===== config.mk =====
export PLATFORM = sky130hd
export DESIGN_NAME = ffmd_detector
export DESIGN_NICKNAME = d
export VERILOG_FILES = /design/src/common/ffmd_pkg.sv /design/src/rtl/ffmd_detector.sv
export VERILOG_INCLUDE_DIRS = /design/src /design/src/common
export SDC_FILE = /design/constraint.sdc
export NUM_CORES = 1
export LEC_CHECK = 0
export BUFFER_PORTS_ARGS = -buffer_cell sky130_fd_sc_hd__buf_4
export CORE_ASPECT_RATIO = 1.75
export CORE_MARGIN = 2
export CORE_UTILIZATION = 50
export CTS_BUF_LIST = sky130_fd_sc_hd__clkbuf_4 sky130_fd_sc_hd__clkbuf_8
export DETAILED_ROUTE_END_ITERATION = 10
export PLACE_DENSITY = 0.69
export SLEW_MARGIN = 30
export SYNTH_ARGS = -nofsm -noshare
export SYNTH_HDL_FRONTEND = slang
export SYNTH_SLANG_ARGS = --single-unit

===== constraint.sdc =====
create_clock -name i_clock -period 8.05 [get_ports i_clock]
set_input_delay 0.805 -clock i_clock [delete_from_list [all_inputs] [get_ports i_clock]]
set_output_delay 0.805 -clock i_clock [all_outputs]
set_load 0.02 [all_outputs]

===== src/common/ffmd_regs.svh =====
/*
 * Register map, field positions, reset values and sizes of the
 * free-fall / motion detector.
 * Assumes it is included by bare name from the package and the RTL.
 */
`ifndef FFMD_REGS_SVH
`define FFMD_REGS_SVH

// Register offsets
`define FFMD_CFG_ADDR 8'h15
`define FFMD_SRC_ADDR 8'h16
`define FFMD_THS_ADDR 8'h17
`define FFMD_CNT_ADDR 8'h18
`define FFMD_IEN_ADDR 8'h20
`define FFMD_IRT_ADDR 8'h21
`define FFMD_THX_MSB_ADDR 8'h73
`define FFMD_THX_LSB_ADDR 8'h74
`define FFMD_THY_MSB_ADDR 8'h75
`define FFMD_THY_LSB_ADDR 8'h76
`define FFMD_THZ_MSB_ADDR 8'h77
`define FFMD_THZ_LSB_ADDR 8'h78

// Configuration register fields
`define FFMD_CFG_LATCH_BIT 7
`define FFMD_CFG_OR_BIT 6
`define FFMD_CFG_EN_HI 5
`define FFMD_CFG_EN_LO 3
`define FFMD_CFG_RESET 8'h00

// Source register fields
`define FFMD_SRC_EA_BIT 7

// Common threshold register fields
`define FFMD_THS_DBCNTM_BIT 7
`define FFMD_THS_RESET 8'h00

// Per-axis threshold MSB register fields
`define FFMD_THM_XYZ_EN_BIT 7
`define FFMD_THM_VAL_HI 4

// Interrupt enable and routing bit positions
`define FFMD_IEN_BIT 2
`define FFMD_IRT_BIT 2

// Reset values of other registers
`define FFMD_CNT_RESET 8'h00
`define FFMD_TH13_RESET 13'h0000

`endif


===== src/common/ffmd_pkg.sv =====
/*
 * Types shared by the free-fall / motion detector.
 * Assumes ffmd_regs.svh is on the include path.
 */
package ffmd_pkg;
   `include "ffmd_regs.svh"

   // One three-axis sample, two's complement
   typedef struct packed {
      logic signed [13:0] z;
      logic signed [13:0] y;
      logic signed [13:0] x;
   } ffmd_sample_t;

   // Register access request from the serial host front end
   typedef struct packed {
      logic wr;
      logic rd;
      logic [7:0] addr;
      logic [7:0] wdata;
   } ffmd_req_t;

   // Whole state of the detector
   typedef struct packed {
      logic [7:0] cfg;
      logic [7:0] ths;
      logic [7:0] dbc;
      logic xyz_en;
      logic [2:0][12:0] th;
      logic ien;
      logic route;
      logic [7:0] cnt;
      logic det;
      logic ea;
      logic [5:0] flags;
      logic [7:0] rdata;
      logic int1;
      logic int2;
   } ffmd_state_t;
endpackage


===== src/rtl/ffmd_detector.sv =====
/*
 * Free-fall / motion detector with its register set.
 * Assumes register requests and samples come from logic on i_clock,
 * one request per cycle, and one sample per output-data-rate tick.
 */
`timescale 1ns/1ps
`include "ffmd_regs.svh"

//Contract
//- Low-g mode: event only when every enabled axis is low-g.
//- High-g mode: event when any enabled axis is high-g.
//- Common threshold at 17h, per-axis thresholds at 73h to 78h.
//- Latch on: event held; flag cleared only by source register read.
//- Latch off: event flag follows current detection result.
//- Debounce mode bit lives in common threshold register.
//- Axis takes part only when its enable bit is set.
//- Per-axis off: all axes compared with 7-bit common threshold.
//- Per-axis on: each axis compared with its own 13-bit threshold.
//- Config 15h: latch b7, combine b6, Z/Y/X enables b5..b3, reset 0.
//- Latch on: axis and polarity flags frozen while event flag set.
//- Source 16h: event b7, Z/Y/X event and negative-polarity pairs b5..b0.
//- Event flag, interrupt enable and routing make the interrupt outputs.
module ffmd_detector
   import ffmd_pkg::*;
#(
   parameter int COMMON_SHIFT = 6
) (
   input wire logic i_clock,
   input wire logic i_reset,
   input wire ffmd_req_t i_req,
   input wire logic i_sample_valid,
   input wire ffmd_sample_t i_sample,
   output logic [7:0] o_reg_rdata,
   output logic o_int1,
   output logic o_int2
);

   ffmd_state_t st_ff;
   ffmd_state_t nxt_st;
   logic [2:0][13:0] mag;
   logic [2:0][13:0] thr;
   logic [2:0] en;
   logic [2:0] hi;
   logic [2:0] axis_ev;
   logic [5:0] new_flags;
   logic cond;
   logic src_rd;
   logic ea_kept;
   logic [7:0] cnt_step;

   // Magnitude of a two's complement axis value; -8192 fits unsigned
   function automatic logic [13:0] abs14(input logic signed [13:0] v);
      abs14 = v[13] ? 14'(-v) : 14'(v);
   endfunction

   assign en = st_ff.cfg[`FFMD_CFG_EN_HI:`FFMD_CFG_EN_LO];
   assign src_rd = i_req.rd && (i_req.addr == `FFMD_SRC_ADDR);

   // Per-axis magnitude and threshold selection
   genvar ax;
   generate
      for (ax = 0; ax < 3; ax++) begin : g_axis
         logic signed [13:0] raw;
         if (ax == 0) begin : g_x
            assign raw = i_sample.x;
         end else if (ax == 1) begin : g_y
            assign raw = i_sample.y;
         end else begin : g_z
            assign raw = i_sample.z;
         end
         assign mag[ax] = abs14(raw);
         // Common 7-bit value is scaled up to the sample's step size
         assign thr[ax] = st_ff.xyz_en ? {1'b0, st_ff.th[ax]}
            : 14'({7'h00, st_ff.ths[6:0]} << COMMON_SHIFT);
         assign hi[ax] = mag[ax] > thr[ax];
         // Event per axis in the sense of the combine mode
         assign axis_ev[ax] = en[ax] && (st_ff.cfg[`FFMD_CFG_OR_BIT] ? hi[ax] : !hi[ax]);
         assign new_flags[2 * ax + 1] = axis_ev[ax];
         assign new_flags[2 * ax] = axis_ev[ax] && raw[13];
      end
   endgenerate

   // No enabled axis means no free-fall, avoiding a vacuous AND
   assign cond = st_ff.cfg[`FFMD_CFG_OR_BIT] ? (|axis_ev)
      : ((|en) && (axis_ev == en));

   // Debounce counter saturates at the programmed count
   assign cnt_step = (st_ff.cnt >= st_ff.dbc) ? st_ff.cnt : 8'(st_ff.cnt + 8'h01);
   assign ea_kept = src_rd ? 1'b0 : st_ff.ea;

   // Next-state computation for the whole block
   always_comb begin
      nxt_st = st_ff;
      // Register writes
      if (i_req.wr) begin
         unique case (i_req.addr)
            `FFMD_CFG_ADDR: nxt_st.cfg = {i_req.wdata[7:3], 3'h0};
            `FFMD_THS_ADDR: nxt_st.ths = i_req.wdata;
            `FFMD_CNT_ADDR: nxt_st.dbc = i_req.wdata;
            `FFMD_IEN_ADDR: nxt_st.ien = i_req.wdata[`FFMD_IEN_BIT];
            `FFMD_IRT_ADDR: nxt_st.route = i_req.wdata[`FFMD_IRT_BIT];
            `FFMD_THX_MSB_ADDR: begin
               nxt_st.xyz_en = i_req.wdata[`FFMD_THM_XYZ_EN_BIT];
               nxt_st.th[0][12:8] = i_req.wdata[`FFMD_THM_VAL_HI:0];
            end
            `FFMD_THX_LSB_ADDR: nxt_st.th[0][7:0] = i_req.wdata;
            `FFMD_THY_MSB_ADDR: nxt_st.th[1][12:8] = i_req.wdata[`FFMD_THM_VAL_HI:0];
            `FFMD_THY_LSB_ADDR: nxt_st.th[1][7:0] = i_req.wdata;
            `FFMD_THZ_MSB_ADDR: nxt_st.th[2][12:8] = i_req.wdata[`FFMD_THM_VAL_HI:0];
            `FFMD_THZ_LSB_ADDR: nxt_st.th[2][7:0] = i_req.wdata;
            default: ;
         endcase
      end
      // Debounce and detection, once per sample
      if (i_sample_valid) begin
         if (cond) begin
            nxt_st.cnt = cnt_step;
         end else if (st_ff.ths[`FFMD_THS_DBCNTM_BIT]) begin
            nxt_st.cnt = 8'h00;
         end else if (st_ff.cnt != 8'h00) begin
            nxt_st.cnt = 8'(st_ff.cnt - 8'h01);
         end
         nxt_st.det = cond && (nxt_st.cnt >= st_ff.dbc);
      end
      // Event flag and axis flags
      if (st_ff.cfg[`FFMD_CFG_LATCH_BIT]) begin
         nxt_st.ea = ea_kept;
         if (src_rd) begin
            nxt_st.flags = 6'h00;
         end
         // Flags track until the event sets, then freeze; a set beats a read
         if (i_sample_valid && !ea_kept) begin
            nxt_st.flags = new_flags;
         end
         if (i_sample_valid && nxt_st.det) begin
            nxt_st.ea = 1'b1;
         end
      end else if (i_sample_valid) begin
         nxt_st.ea = nxt_st.det;
         nxt_st.flags = new_flags;
      end
      // Read data, returned one cycle after the request
      if (i_req.rd) begin
         unique case (i_req.addr)
            `FFMD_CFG_ADDR: nxt_st.rdata = st_ff.cfg;
            // Disabled axes read zero even when frozen flags remain
            `FFMD_SRC_ADDR: nxt_st.rdata = {st_ff.ea, 1'b0, st_ff.flags & {en[2], en[2], en[1], en[1], en[0], en[0]}};
            `FFMD_THS_ADDR: nxt_st.rdata = st_ff.ths;
            `FFMD_CNT_ADDR: nxt_st.rdata = st_ff.dbc;
            `FFMD_IEN_ADDR: nxt_st.rdata = 8'(st_ff.ien) << `FFMD_IEN_BIT;
            `FFMD_IRT_ADDR: nxt_st.rdata = 8'(st_ff.route) << `FFMD_IRT_BIT;
            `FFMD_THX_MSB_ADDR: nxt_st.rdata = {st_ff.xyz_en, 2'h0, st_ff.th[0][12:8]};
            `FFMD_THX_LSB_ADDR: nxt_st.rdata = st_ff.th[0][7:0];
            `FFMD_THY_MSB_ADDR: nxt_st.rdata = {3'h0, st_ff.th[1][12:8]};
            `FFMD_THY_LSB_ADDR: nxt_st.rdata = st_ff.th[1][7:0];
            `FFMD_THZ_MSB_ADDR: nxt_st.rdata = {3'h0, st_ff.th[2][12:8]};
            `FFMD_THZ_LSB_ADDR: nxt_st.rdata = st_ff.th[2][7:0];
            default: nxt_st.rdata = 8'h00;
         endcase
      end
      // Interrupt pins from the next event flag so they match it in time
      nxt_st.int1 = nxt_st.ien && nxt_st.ea && nxt_st.route;
      nxt_st.int2 = nxt_st.ien && nxt_st.ea && !nxt_st.route;
   end

   // State register
   always_ff @(posedge i_clock or posedge i_reset) begin
      if (i_reset) begin
         st_ff <= '0;
      end else begin
         st_ff <= nxt_st;
      end
   end

   assign o_reg_rdata = st_ff.rdata;
   assign o_int1 = st_ff.int1;
   assign o_int2 = st_ff.int2;

   // Checks on detection, latching and the register view
   chk_and_mode_miss: assert property (@(posedge i_clock) disable iff (i_reset)
      i_sample_valid && !st_ff.cfg[`FFMD_CFG_OR_BIT] && !cond |=> !st_ff.det)
      else $error("low-g mode detected without all enabled axes low");

   chk_or_mode_hit: assert property (@(posedge i_clock) disable iff (i_reset)
      i_sample_valid && st_ff.cfg[`FFMD_CFG_OR_BIT] && (|axis_ev) && st_ff.dbc == 8'h00 |=> st_ff.det)
      else $error("high-g axis event missed with zero debounce");

   chk_latch_hold: assert property (@(posedge i_clock) disable iff (i_reset)
      st_ff.cfg[`FFMD_CFG_LATCH_BIT] && st_ff.ea && !src_rd && !i_req.wr |=> st_ff.ea)
      else $error("latched event flag dropped without a source read");

   chk_realtime_follow: assert property (@(posedge i_clock) disable iff (i_reset)
      i_sample_valid && !st_ff.cfg[`FFMD_CFG_LATCH_BIT] && !i_req.wr |=> st_ff.ea == st_ff.det)
      else $error("real-time event flag differs from detection");

   chk_flags_frozen: assert property (@(posedge i_clock) disable iff (i_reset)
      st_ff.cfg[`FFMD_CFG_LATCH_BIT] && st_ff.ea && !src_rd && !i_req.wr |=> $stable(st_ff.flags))
      else $error("axis flags changed while latched event is set");

   chk_src_view: assert property (@(posedge i_clock) disable iff (i_reset)
      src_rd |=> o_reg_rdata[6] == 1'b0 && o_reg_rdata[`FFMD_SRC_EA_BIT] == $past(st_ff.ea))
      else $error("source read does not show the event flag");

   chk_int_pins: assert property (@(posedge i_clock) disable iff (i_reset)
      ##1 (o_int1 || o_int2) |-> st_ff.ea && st_ff.ien && (o_int1 != o_int2) && (o_int1 == st_ff.route))
      else $error("interrupt pin does not match event, enable and routing");

   chk_debounce_clear: assert property (@(posedge i_clock) disable iff (i_reset)
      i_sample_valid && !cond && st_ff.ths[`FFMD_THS_DBCNTM_BIT] && !i_req.wr |=> st_ff.cnt == 8'h00)
      else $error("debounce counter not cleared in clear mode");

   chk_axis_disabled: assert property (@(posedge i_clock) disable iff (i_reset)
      i_sample_valid && !en[0] && !st_ff.cfg[`FFMD_CFG_LATCH_BIT] && !i_req.wr |=> st_ff.flags[1:0] == 2'h0)
      else $error("disabled X axis raised a flag");

   chk_pol_needs_event: assert property (@(posedge i_clock) disable iff (i_reset)
      i_sample_valid && !st_ff.cfg[`FFMD_CFG_LATCH_BIT] && !i_req.wr |=> !st_ff.flags[0] || st_ff.flags[1])
      else $error("X polarity flag set without an X event");

endmodule


Word-level counts from Yosys, hierarchy flattened
Index checks and enable logic that the tools add are counted.
W data, S select, Z words.
{ "word_totals": {"in_bits": 63, "register_bits": 89} }
{ "classes": {"magnitude_cmp": 5, "addsub": 5, "mux": 26, "reduce_logical": 33, "n_eq_ne": 14, "bitwise_logic": 1} }
{ "op_table": {"columns": ["op", "n"], "rows": [
  ["$pmux W8 S12", 1],
  ["$eq A8 B7 Y1 const B", 6],
  ["$gt A14 B13 Y1", 3],
  ["$mux W14", 3],
  ["$neg A14 Y14", 3],
  ["$mux W8", 5],
  ["$mux W13", 3],
  ["$eq A8 B5 Y1 const B", 4],
  ["$reduce_and A2 Y1", 10],
  ["$eq A8 B6 Y1 const B", 2],
  ["$ge A8 B8 Y1", 2],
  ["$logic_and A1 B1 Y1", 14],
  ["$mux W7", 2],
  ["$mux W6", 2],
  ["$mux W1", 9],
  ["$add A8 B1 Y8 const B", 1],
  ["$reduce_bool A8 Y1", 1],
  ["$sub A8 B1 Y8 const B", 1],
  ["$and A6 B6 Y6", 1],
  ["$reduce_or A3 Y1", 2],
  ["$logic_not A1 Y1", 5],
  ["$eq A3 B3 Y1", 1],
  ["$ne A3 B1 Y1 const B", 1],
  ["$mux W2", 1],
  ["$reduce_bool A2 Y1", 1]
]} }

Logic depth before layout (Yosys ltp)
Gate-level depths: netlist of the first run.
{ "logic_depth": {"word_depth": 19, "ltp_mapped": 27} }

Least setup slack after synthesis of the first run
Ideal clock, no wire load.
{ "synth_path": {"kind": "in2reg", "from": "in i_sample[5] (netlist name)", "to": "reg st_ff (netlist bit o_int1)", "t_required_ns": 7.930, "arrival_ns": 5.989, "n_path_buf": 1, "slack_ns": 1.941, "cell_stages": 25, "setup_time_ns": 0.120, "path_cell_list": "or4_4 > or4_4 > or3_2 > o31ai_1 > xnor2_1 > ha_1 > nand3_1 > o22ai_1 > a211o_2 > o2111ai_2 > o221a_2 > nand2_4 > buf_8 > nor3_1 > a21oi_1 > ha_1 > nand2b_1 > a21o_1 > a21o_1 > a21o_1 > a21o_1 > a21oi_1 > o21ai_0 > a32o_1 > and3_1"} }
{ "synth_lines": {"columns": ["item", "line", "rtl"], "rows": [
  ["start, declared", "ffmd_detector.sv:32", "input wire ffmd_sample_t i_sample,"],
  ["end signal, assigned", "ffmd_detector.sv:171", "st_ff <= nxt_st;"],
  ["end, declared", "ffmd_detector.sv:38", "ffmd_state_t st_ff;"]
]} }

==> results.json, run 1 <==
{
  "grt_pass1_wl_um": 34100,
  "busiest_layer": "met2",
  "grt.total_usage": 0.296,
  "rr_startpoint": "st_ff[67]",
  "yosysTopAreaCell": "dfrtp_1",
  "cts_buffer_depth": 2,
  "core-area_mm2": 0.0138,
  "cts.sinks": 88,
  "cts_buffers": 9,
  "dieWidth_um": 93.3,
  "fin_skew_ns": 0.0117,
  "drive_above_1_share": 0.232,
  "ctsRootBufferMaster": "clkbuf_8",
  "drtPass1Iterations": 6,
  "port_buffers": 72,
  "yosys-top-cells-count": "88 x dfrtp_1, 72 x nand2_1, 67 x mux2_2",
  "grt_util_met3": 0.0347,
  "dp_hpwl_um": 17100,
  "yosysSeqAreaShare": 0.315,
  "post-route-period-util": 0.766,
  "synthCells": 743,
  "seqPwrFrac": 0.417,
  "drt_wl_total_um": 21700,
  "ys_seq_elements": 88,
  "netlist.area_leader.share": 0.315,
  "place_congestion": 0.966,
  "worstRegToRegCells": 22,
  "maxCapViolCount": 0,
  "avgSynthCellArea_um2": 9.40,
  "nNetsFinal": 918,
  "via_count": 6339,
  "ys_top_cells_by_area": "dfrtp_1 32%, ha_1 11%, mux2_2 11%",
  "synth_nets": 867,
  "slew_violations": 0,
  "dp.cells": 960,
  "synth_edf_count": 0,
  "vias_per_cell": 6.49,
  "cellLeakagePower_nw": 3.39,
  "start_util": 0.507,
  "yosysWarningCount": 0,
  "route.detailed.drc": 0,
  "path_max_fanout": 16,
  "ios": 73,
  "clkPwrFrac": 0.265,
  "crit_path_end_kind": "flop",
  "use_met1": 0.322,
  "fin_crit_ns": 6.17,
  "chipHeight_um": 160,
  "synth-main-ff-cell": "dfrtp_1",
  "p_switching_uw": 459,
  "p_comb_frac": 0.318,
  "wl_per_cell_um": 22.2,
  "layout.cells.non_filler": 976,
  "hold_buffers": 0,
  "worstMarginPinSlew_ns": 0.920,
  "cts_tree": "done",
  "netlist_area_mm2": 0.00698,
  "setup-violations-final": 0,
  "sw_frac_of_total": 0.368,
  "synth.distinct_cells": 80,
  "antenna_found_initial": 0,
  "h-tree-depth": 3,
  "clkLatencyLatePin_ns": 0.38,
  "grt.overflow.total": 0,
  "postCtsResizedCells": 0,
  "postCtsSetupBuffers": 0,
  "critPathLaunchType": "primary input",
  "grt_pass1_vias": 6349,
  "rsz0062_at_grt": "false",
  "clk_pin_slew_worst_paths_ns": 0.10,
  "status": "finished clean",
  "cp-startpoint": "i_sample[5]",
  "syn_to_final_growth_pct": 11.6,
  "grt_use_met2": 0.556,
  "grt_max_degree": 82,
  "async_flop_share": 1.00,
  "fin_tns_setup_ns": 0,
  "crit_type": "in -> reg",
  "n_antenna_cell": 0,
  "final_hold_viol_count": 0,
  "power.internal_uw": 790,
  "timing.fmax_mhz": 162,
  "dieArea_mm2": 0.0150,
  "hold_path.class": "in -> async",
  "drtIter0Drc": 537,
  "rows": 57,
  "p_total_mw": 1.25,
  "worstPathArrival_ns": 6.44,
  "worstPathRequired_ns": 8.33,
  "slew_headroom": 0.384,
  "peakVddDrop_mv": 0.0801,
  "yosysMostFrequentCell": "dfrtp_1",
  "postRouteAntennaNets": 0,
  "powerDensity_mw_per_mm2": 160
}
-- registers in the layout, indices dropped and copies added, names as in the netlist --
| name | count |
|---|---|
| o_int2 | 1 |
| st_ff | 75 |
| o_int1 | 1 |
| o_reg_rdata | 8 |
| en | 3 |
-- placed cells by master (no fill, tap or decap), types with 3 or more instances in the layout --
cell type / count
and3_1: 6
a222oi_1: 9
a32oi_1: 3
and2_1: 7
inv_1: 31
a21o_1: 9
nor4_1: 10
nand4_1: 15
o21ai_0: 26
mux2_2: 67
nor2b_1: 14
a32o_1: 4
xor2_1: 3
nor2_1: 25
nand3b_1: 3
mux2i_1: 8
o22ai_1: 10
ha_1: 61
nor3_1: 19
o31ai_1: 8
nand2b_1: 11
a211oi_1: 8
or4_4: 3
o211ai_1: 7
a21oi_1: 44
clkbuf_8: 9
xnor2_1: 34
nand2_1: 72
buf_4: 73
a31oi_1: 3
a22oi_1: 7
o41ai_1: 7
mux4_2: 3
dfrtp_1: 88
or3_1: 4
nand3_1: 29
o2111ai_1: 4
-- power by group through the flow --
| stage | clock network, mW | logic [mW] | registers [mW] |
|---|---|---|---|
| floorplan | 0 | 0.283 | 0.500 |
| global placement | 0 | 0.375 | 0.527 |
| detailed placement | 0 | 0.391 | 0.527 |
| CTS | 0.334 | 0.394 | 0.519 |
| global route | 0.352 | 0.442 | 0.524 |
| finish | 0.331 | 0.398 | 0.521 |
-- area by class of cell --
type                       instances  area, um^2
sequential                        88        2200
clock buffer                       9         124
inverter                          34         129
multi-input combinational        587        4470
fill                            1238        5970
tap                              177         221
timing repair buffer              74         559
clock inverter                     7        85.1
-- worst max-delay path, cell delays in order --
cell and delay [ns]:
buf_4 0.12, or4_4 0.55, or4_4 0.45, or3_2 0.44, o31ai_1 0.25, xnor2_1 0.16
ha_1 0.26, nand3_1 0.12, o22ai_1 0.10, a211o_2 0.35, o2111ai_2 0.28, o221a_2 0.29
nand2_4 0.16, nor3_1 0.25, a21oi_1 0.07, ha_1 0.27, nand2b_1 0.14, a21o_1 0.17
a21o_1 0.16, a21o_1 0.16, a21o_1 0.16, a21oi_1 0.13, o21ai_0 0.10, a32o_1 0.29
and3b_1 0.18
-- kinds of logic after synthesis --
| group | count (synthesis) | synth area share |
|---|---|---|
| multiplexers | 78 | 0.129 |
| AO/OA/AOI/OAI | 171 | 0.172 |
| AND/OR/NAND/NOR | 240 | 0.183 |
| XOR/XNOR | 37 | 0.0464 |
| flip-flops | 88 | 0.315 |
| adder cells (fa/ha/maj) | 61 | 0.109 |
| buffers and inverters | 68 | 0.0453 |
-- layer usage --
layer	share of wire	up-vias	routed length, um
li1	-	2904	-
met1	0.34	3099	7410
met2	0.56	267	12100
met3	0.052	69	1120
met4	0.049	0	1070
met5	0	-	0
-- final timing paths --
| kind | to | slack [ns] |
|---|---|---|
| min in group i_clock | st_ff[14] | 0.51 |
| setup / recovery | o_int2 | 1.88 |
| setup reg to reg | o_int2 | 2.47 |
| max in group asynchronous | st_ff[50] | 6.77 |
| hold / removal | st_ff[19] | 0.32 |
| hold reg to reg | st_ff[14] | 0.51 |
-- through the flow --
stage / worst slack (ns) / util / area (um^2) / hold slack (ns)
floorplan: 1.94 / - / 6980 / 0.447
global placement: 1.63 / 0.550 / 7570 / 0.469
detailed placement: 1.54 / 0.550 / 7580 / 0.475
CTS: 1.93 / 0.566 / 7780 / 0.306
global route: 1.49 / 0.566 / 7790 / 0.307
finish: 1.88 / 0.566 / 7790 / 0.315
Power figures use the tool's default switching activity.
==> run 2, diff against run 1 <==
==> constraint.sdc (replaced) <==
create_clock -name i_clock -period 6.1 [get_ports i_clock]
set_input_delay 0.61 -clock i_clock [delete_from_list [all_inputs] [get_ports i_clock]]
set_output_delay 0.61 -clock i_clock [all_outputs]
set_load 0.02 [all_outputs]
==> run 2 against run 1 <==
Clock skew rose by 0.00073 ns; sequential power rose by 32%; combinational power rose by 33%; die area did not move; critical path depth rose by 1; register-to-register slack got worse by 1.7 ns; clock-buffer cell count did not move; design area rose by 2.2%; cell count rose by 1.6%; critical path type unchanged.
==> results.json, run 2 (same netlist as run 1, synthesis figures left out) <==
{
  "worstPathArrival_ns": 6.05,
  "critPathMostFrequentCell": "a21o_1",
  "layout.cells.non_filler": 992,
  "cts_tree": "done",
  "vias_per_cell": 6.33,
  "final_hold_viol_count": 0,
  "port_buffers": 72,
  "cp_top_family": "simple AND/OR/NAND/NOR gates",
  "syn_to_final_growth_pct": 14.0,
  "critPathLaunchType": "primary input",
  "h-tree-depth": 3,
  "slew_violations": 0,
  "largest_reg_flops": 75,
  "drtIter0Drc": 540,
  "clkLatencyLatePin_ns": 0.38,
  "powerDensity_mw_per_mm2": 217,
  "hold_path.class": "in -> async",
  "crit_cells": 26,
  "core-area_mm2": 0.0138,
  "worstMarginPinSlew_ns": 0.748,
  "fin_ws_ns": 0.319,
  "fin_crit_ns": 5.78,
  "place_congestion": 0.986,
  "postRouteAntennaNets": 0,
  "cts_buffer_depth": 2,
  "slew_headroom": 0.497,
  "fin_skew_ns": 0.0124,
  "crit_path_end_kind": "flop",
  "cellLeakagePower_nw": 3.49,
  "ios": 73,
  "grt_pass1_wl_um": 33800,
  "rows": 57,
  "dieWidth_um": 93.3,
  "worstRegToRegCells": 23,
  "grt.total_usage": 0.296,
  "antenna_found_initial": 0,
  "clk_pin_slew_worst_paths_ns": 0.10,
  "dp_slack_ns": -0.0646,
  "worst_path_max_delay_cell": "or4_4",
  "n_antenna_cell": 0,
  "drt_wl_total_um": 22000,
  "dp.cells": 976,
  "worstPathRequired_ns": 6.37,
  "post-route-period-util": 0.948,
  "crit_type": "in -> reg",
  "path_max_fanout": 6,
  "final_cell_mix": "89 x buf_4, 88 x dfrtp_1, 72 x nand2_1",
  "peakVddDrop_mv": 0.120,
  "wl_per_cell_um": 22.2,
  "slowest_delay_ns": 0.53,
  "timing.fmax_mhz": 173,
  "dieArea_mm2": 0.0150,
  "dp_hpwl_um": 17700,
  "cp.buffers_inverters": 1,
  "cts.sinks": 88,
  "route.detailed.drc": 0,
  "status": "finished clean",
  "final_common_cell": "buf_4",
  "grt_max_degree": 82,
  "chipHeight_um": 160,
  "cts_buffers": 9,
  "ctsRootBufferMaster": "clkbuf_8",
  "setup-violations-final": 0,
  "maxCapViolCount": 0,
  "drive_above_1_share": 0.248,
  "grt.overflow.total": 0,
  "drtPass1Iterations": 6,
  "grt_pass1_vias": 6559,
  "hold_buffers": 0,
  "start_util": 0.507,
  "top_register": "st_ff",
  "rsz0062_at_grt": "false",
  "via_count": 6277,
  "fin_hold_ws_ns": 0.119,
  "nNetsFinal": 934
}
-- run 2: cell count changes in the layout (fill, tap and decap cells not counted), sizes merged --
cell / before / now
buf: 74 / 90
bufinv: 1 / 3
clkinv: 3 / 4
clkinvlp: 2 / 1
inv: 35 / 33
-- run 2: per-layer routing --
metal / share of wire / routed length (um) / vias to the layer above / global-route usage
met5: 0 / 0 / - / 0
met4: 0.067 / 1470 / 0 / 0.195
met3: 0.045 / 993 / 79 / 0.0403
met2: 0.55 / 12000 / 230 / 0.542
met1: 0.34 / 7540 / 3040 / 0.305
li1: - / - / 2928 / -
-- run 2: path summary, 6_finish.rpt --
path,start,end,slack (ns)
min in group i_clock,st_ff[14],st_ff[14],0.49
worst max-delay path,i_sample[5],o_int1,0.32
worst min-delay path,i_reset,st_ff[21],0.12
worst min register to register,st_ff[14],st_ff[14],0.49
max in group asynchronous,i_reset,st_ff[66],5.01
worst max register to register,st_ff[67],o_int1,0.82
-- run 2: final cells by class --
cell class | count | area, um^2
Clock inverter | 7 | 126
Clock buffer | 9 | 124
Fill cell | 1231 | 5810
Tap cell | 177 | 221
Timing Repair Buffer | 90 | 679
Inverter | 34 | 129
Sequential cell | 88 | 2200
Multi-Input combinational cell | 587 | 4480
-- run 2: where the power goes --
part | switching [mW] | total, mW | internal, mW
Clock | 0.230 | 0.507 | 0.277
Combinational | 0.294 | 0.528 | 0.234
Sequential | 0.0699 | 0.690 | 0.620
Total | 0.594 | 1.73 | 1.13
-- run 2: timing repair --
| action | CTS | global route |
|---|---|---|
| setup endpoints to repair | 0 | 1 |
| setup buffers | 0 | 0 |
| resized for setup | 0 | 1 |
-- run 2: metrics by stage --
step | power (mW) | utilization | instance area, um^2 | TNS, ns
after floorplan | 1.03 | - | 6980 | 0
after global placement | 1.20 | 0.559 | 7690 | 0
after detailed placement | 1.22 | 0.559 | 7700 | -0.111
after CTS | 1.73 | 0.577 | 7950 | 0
after global routing | 1.82 | 0.578 | 7960 | 0
final | 1.73 | 0.578 | 7960 | 0
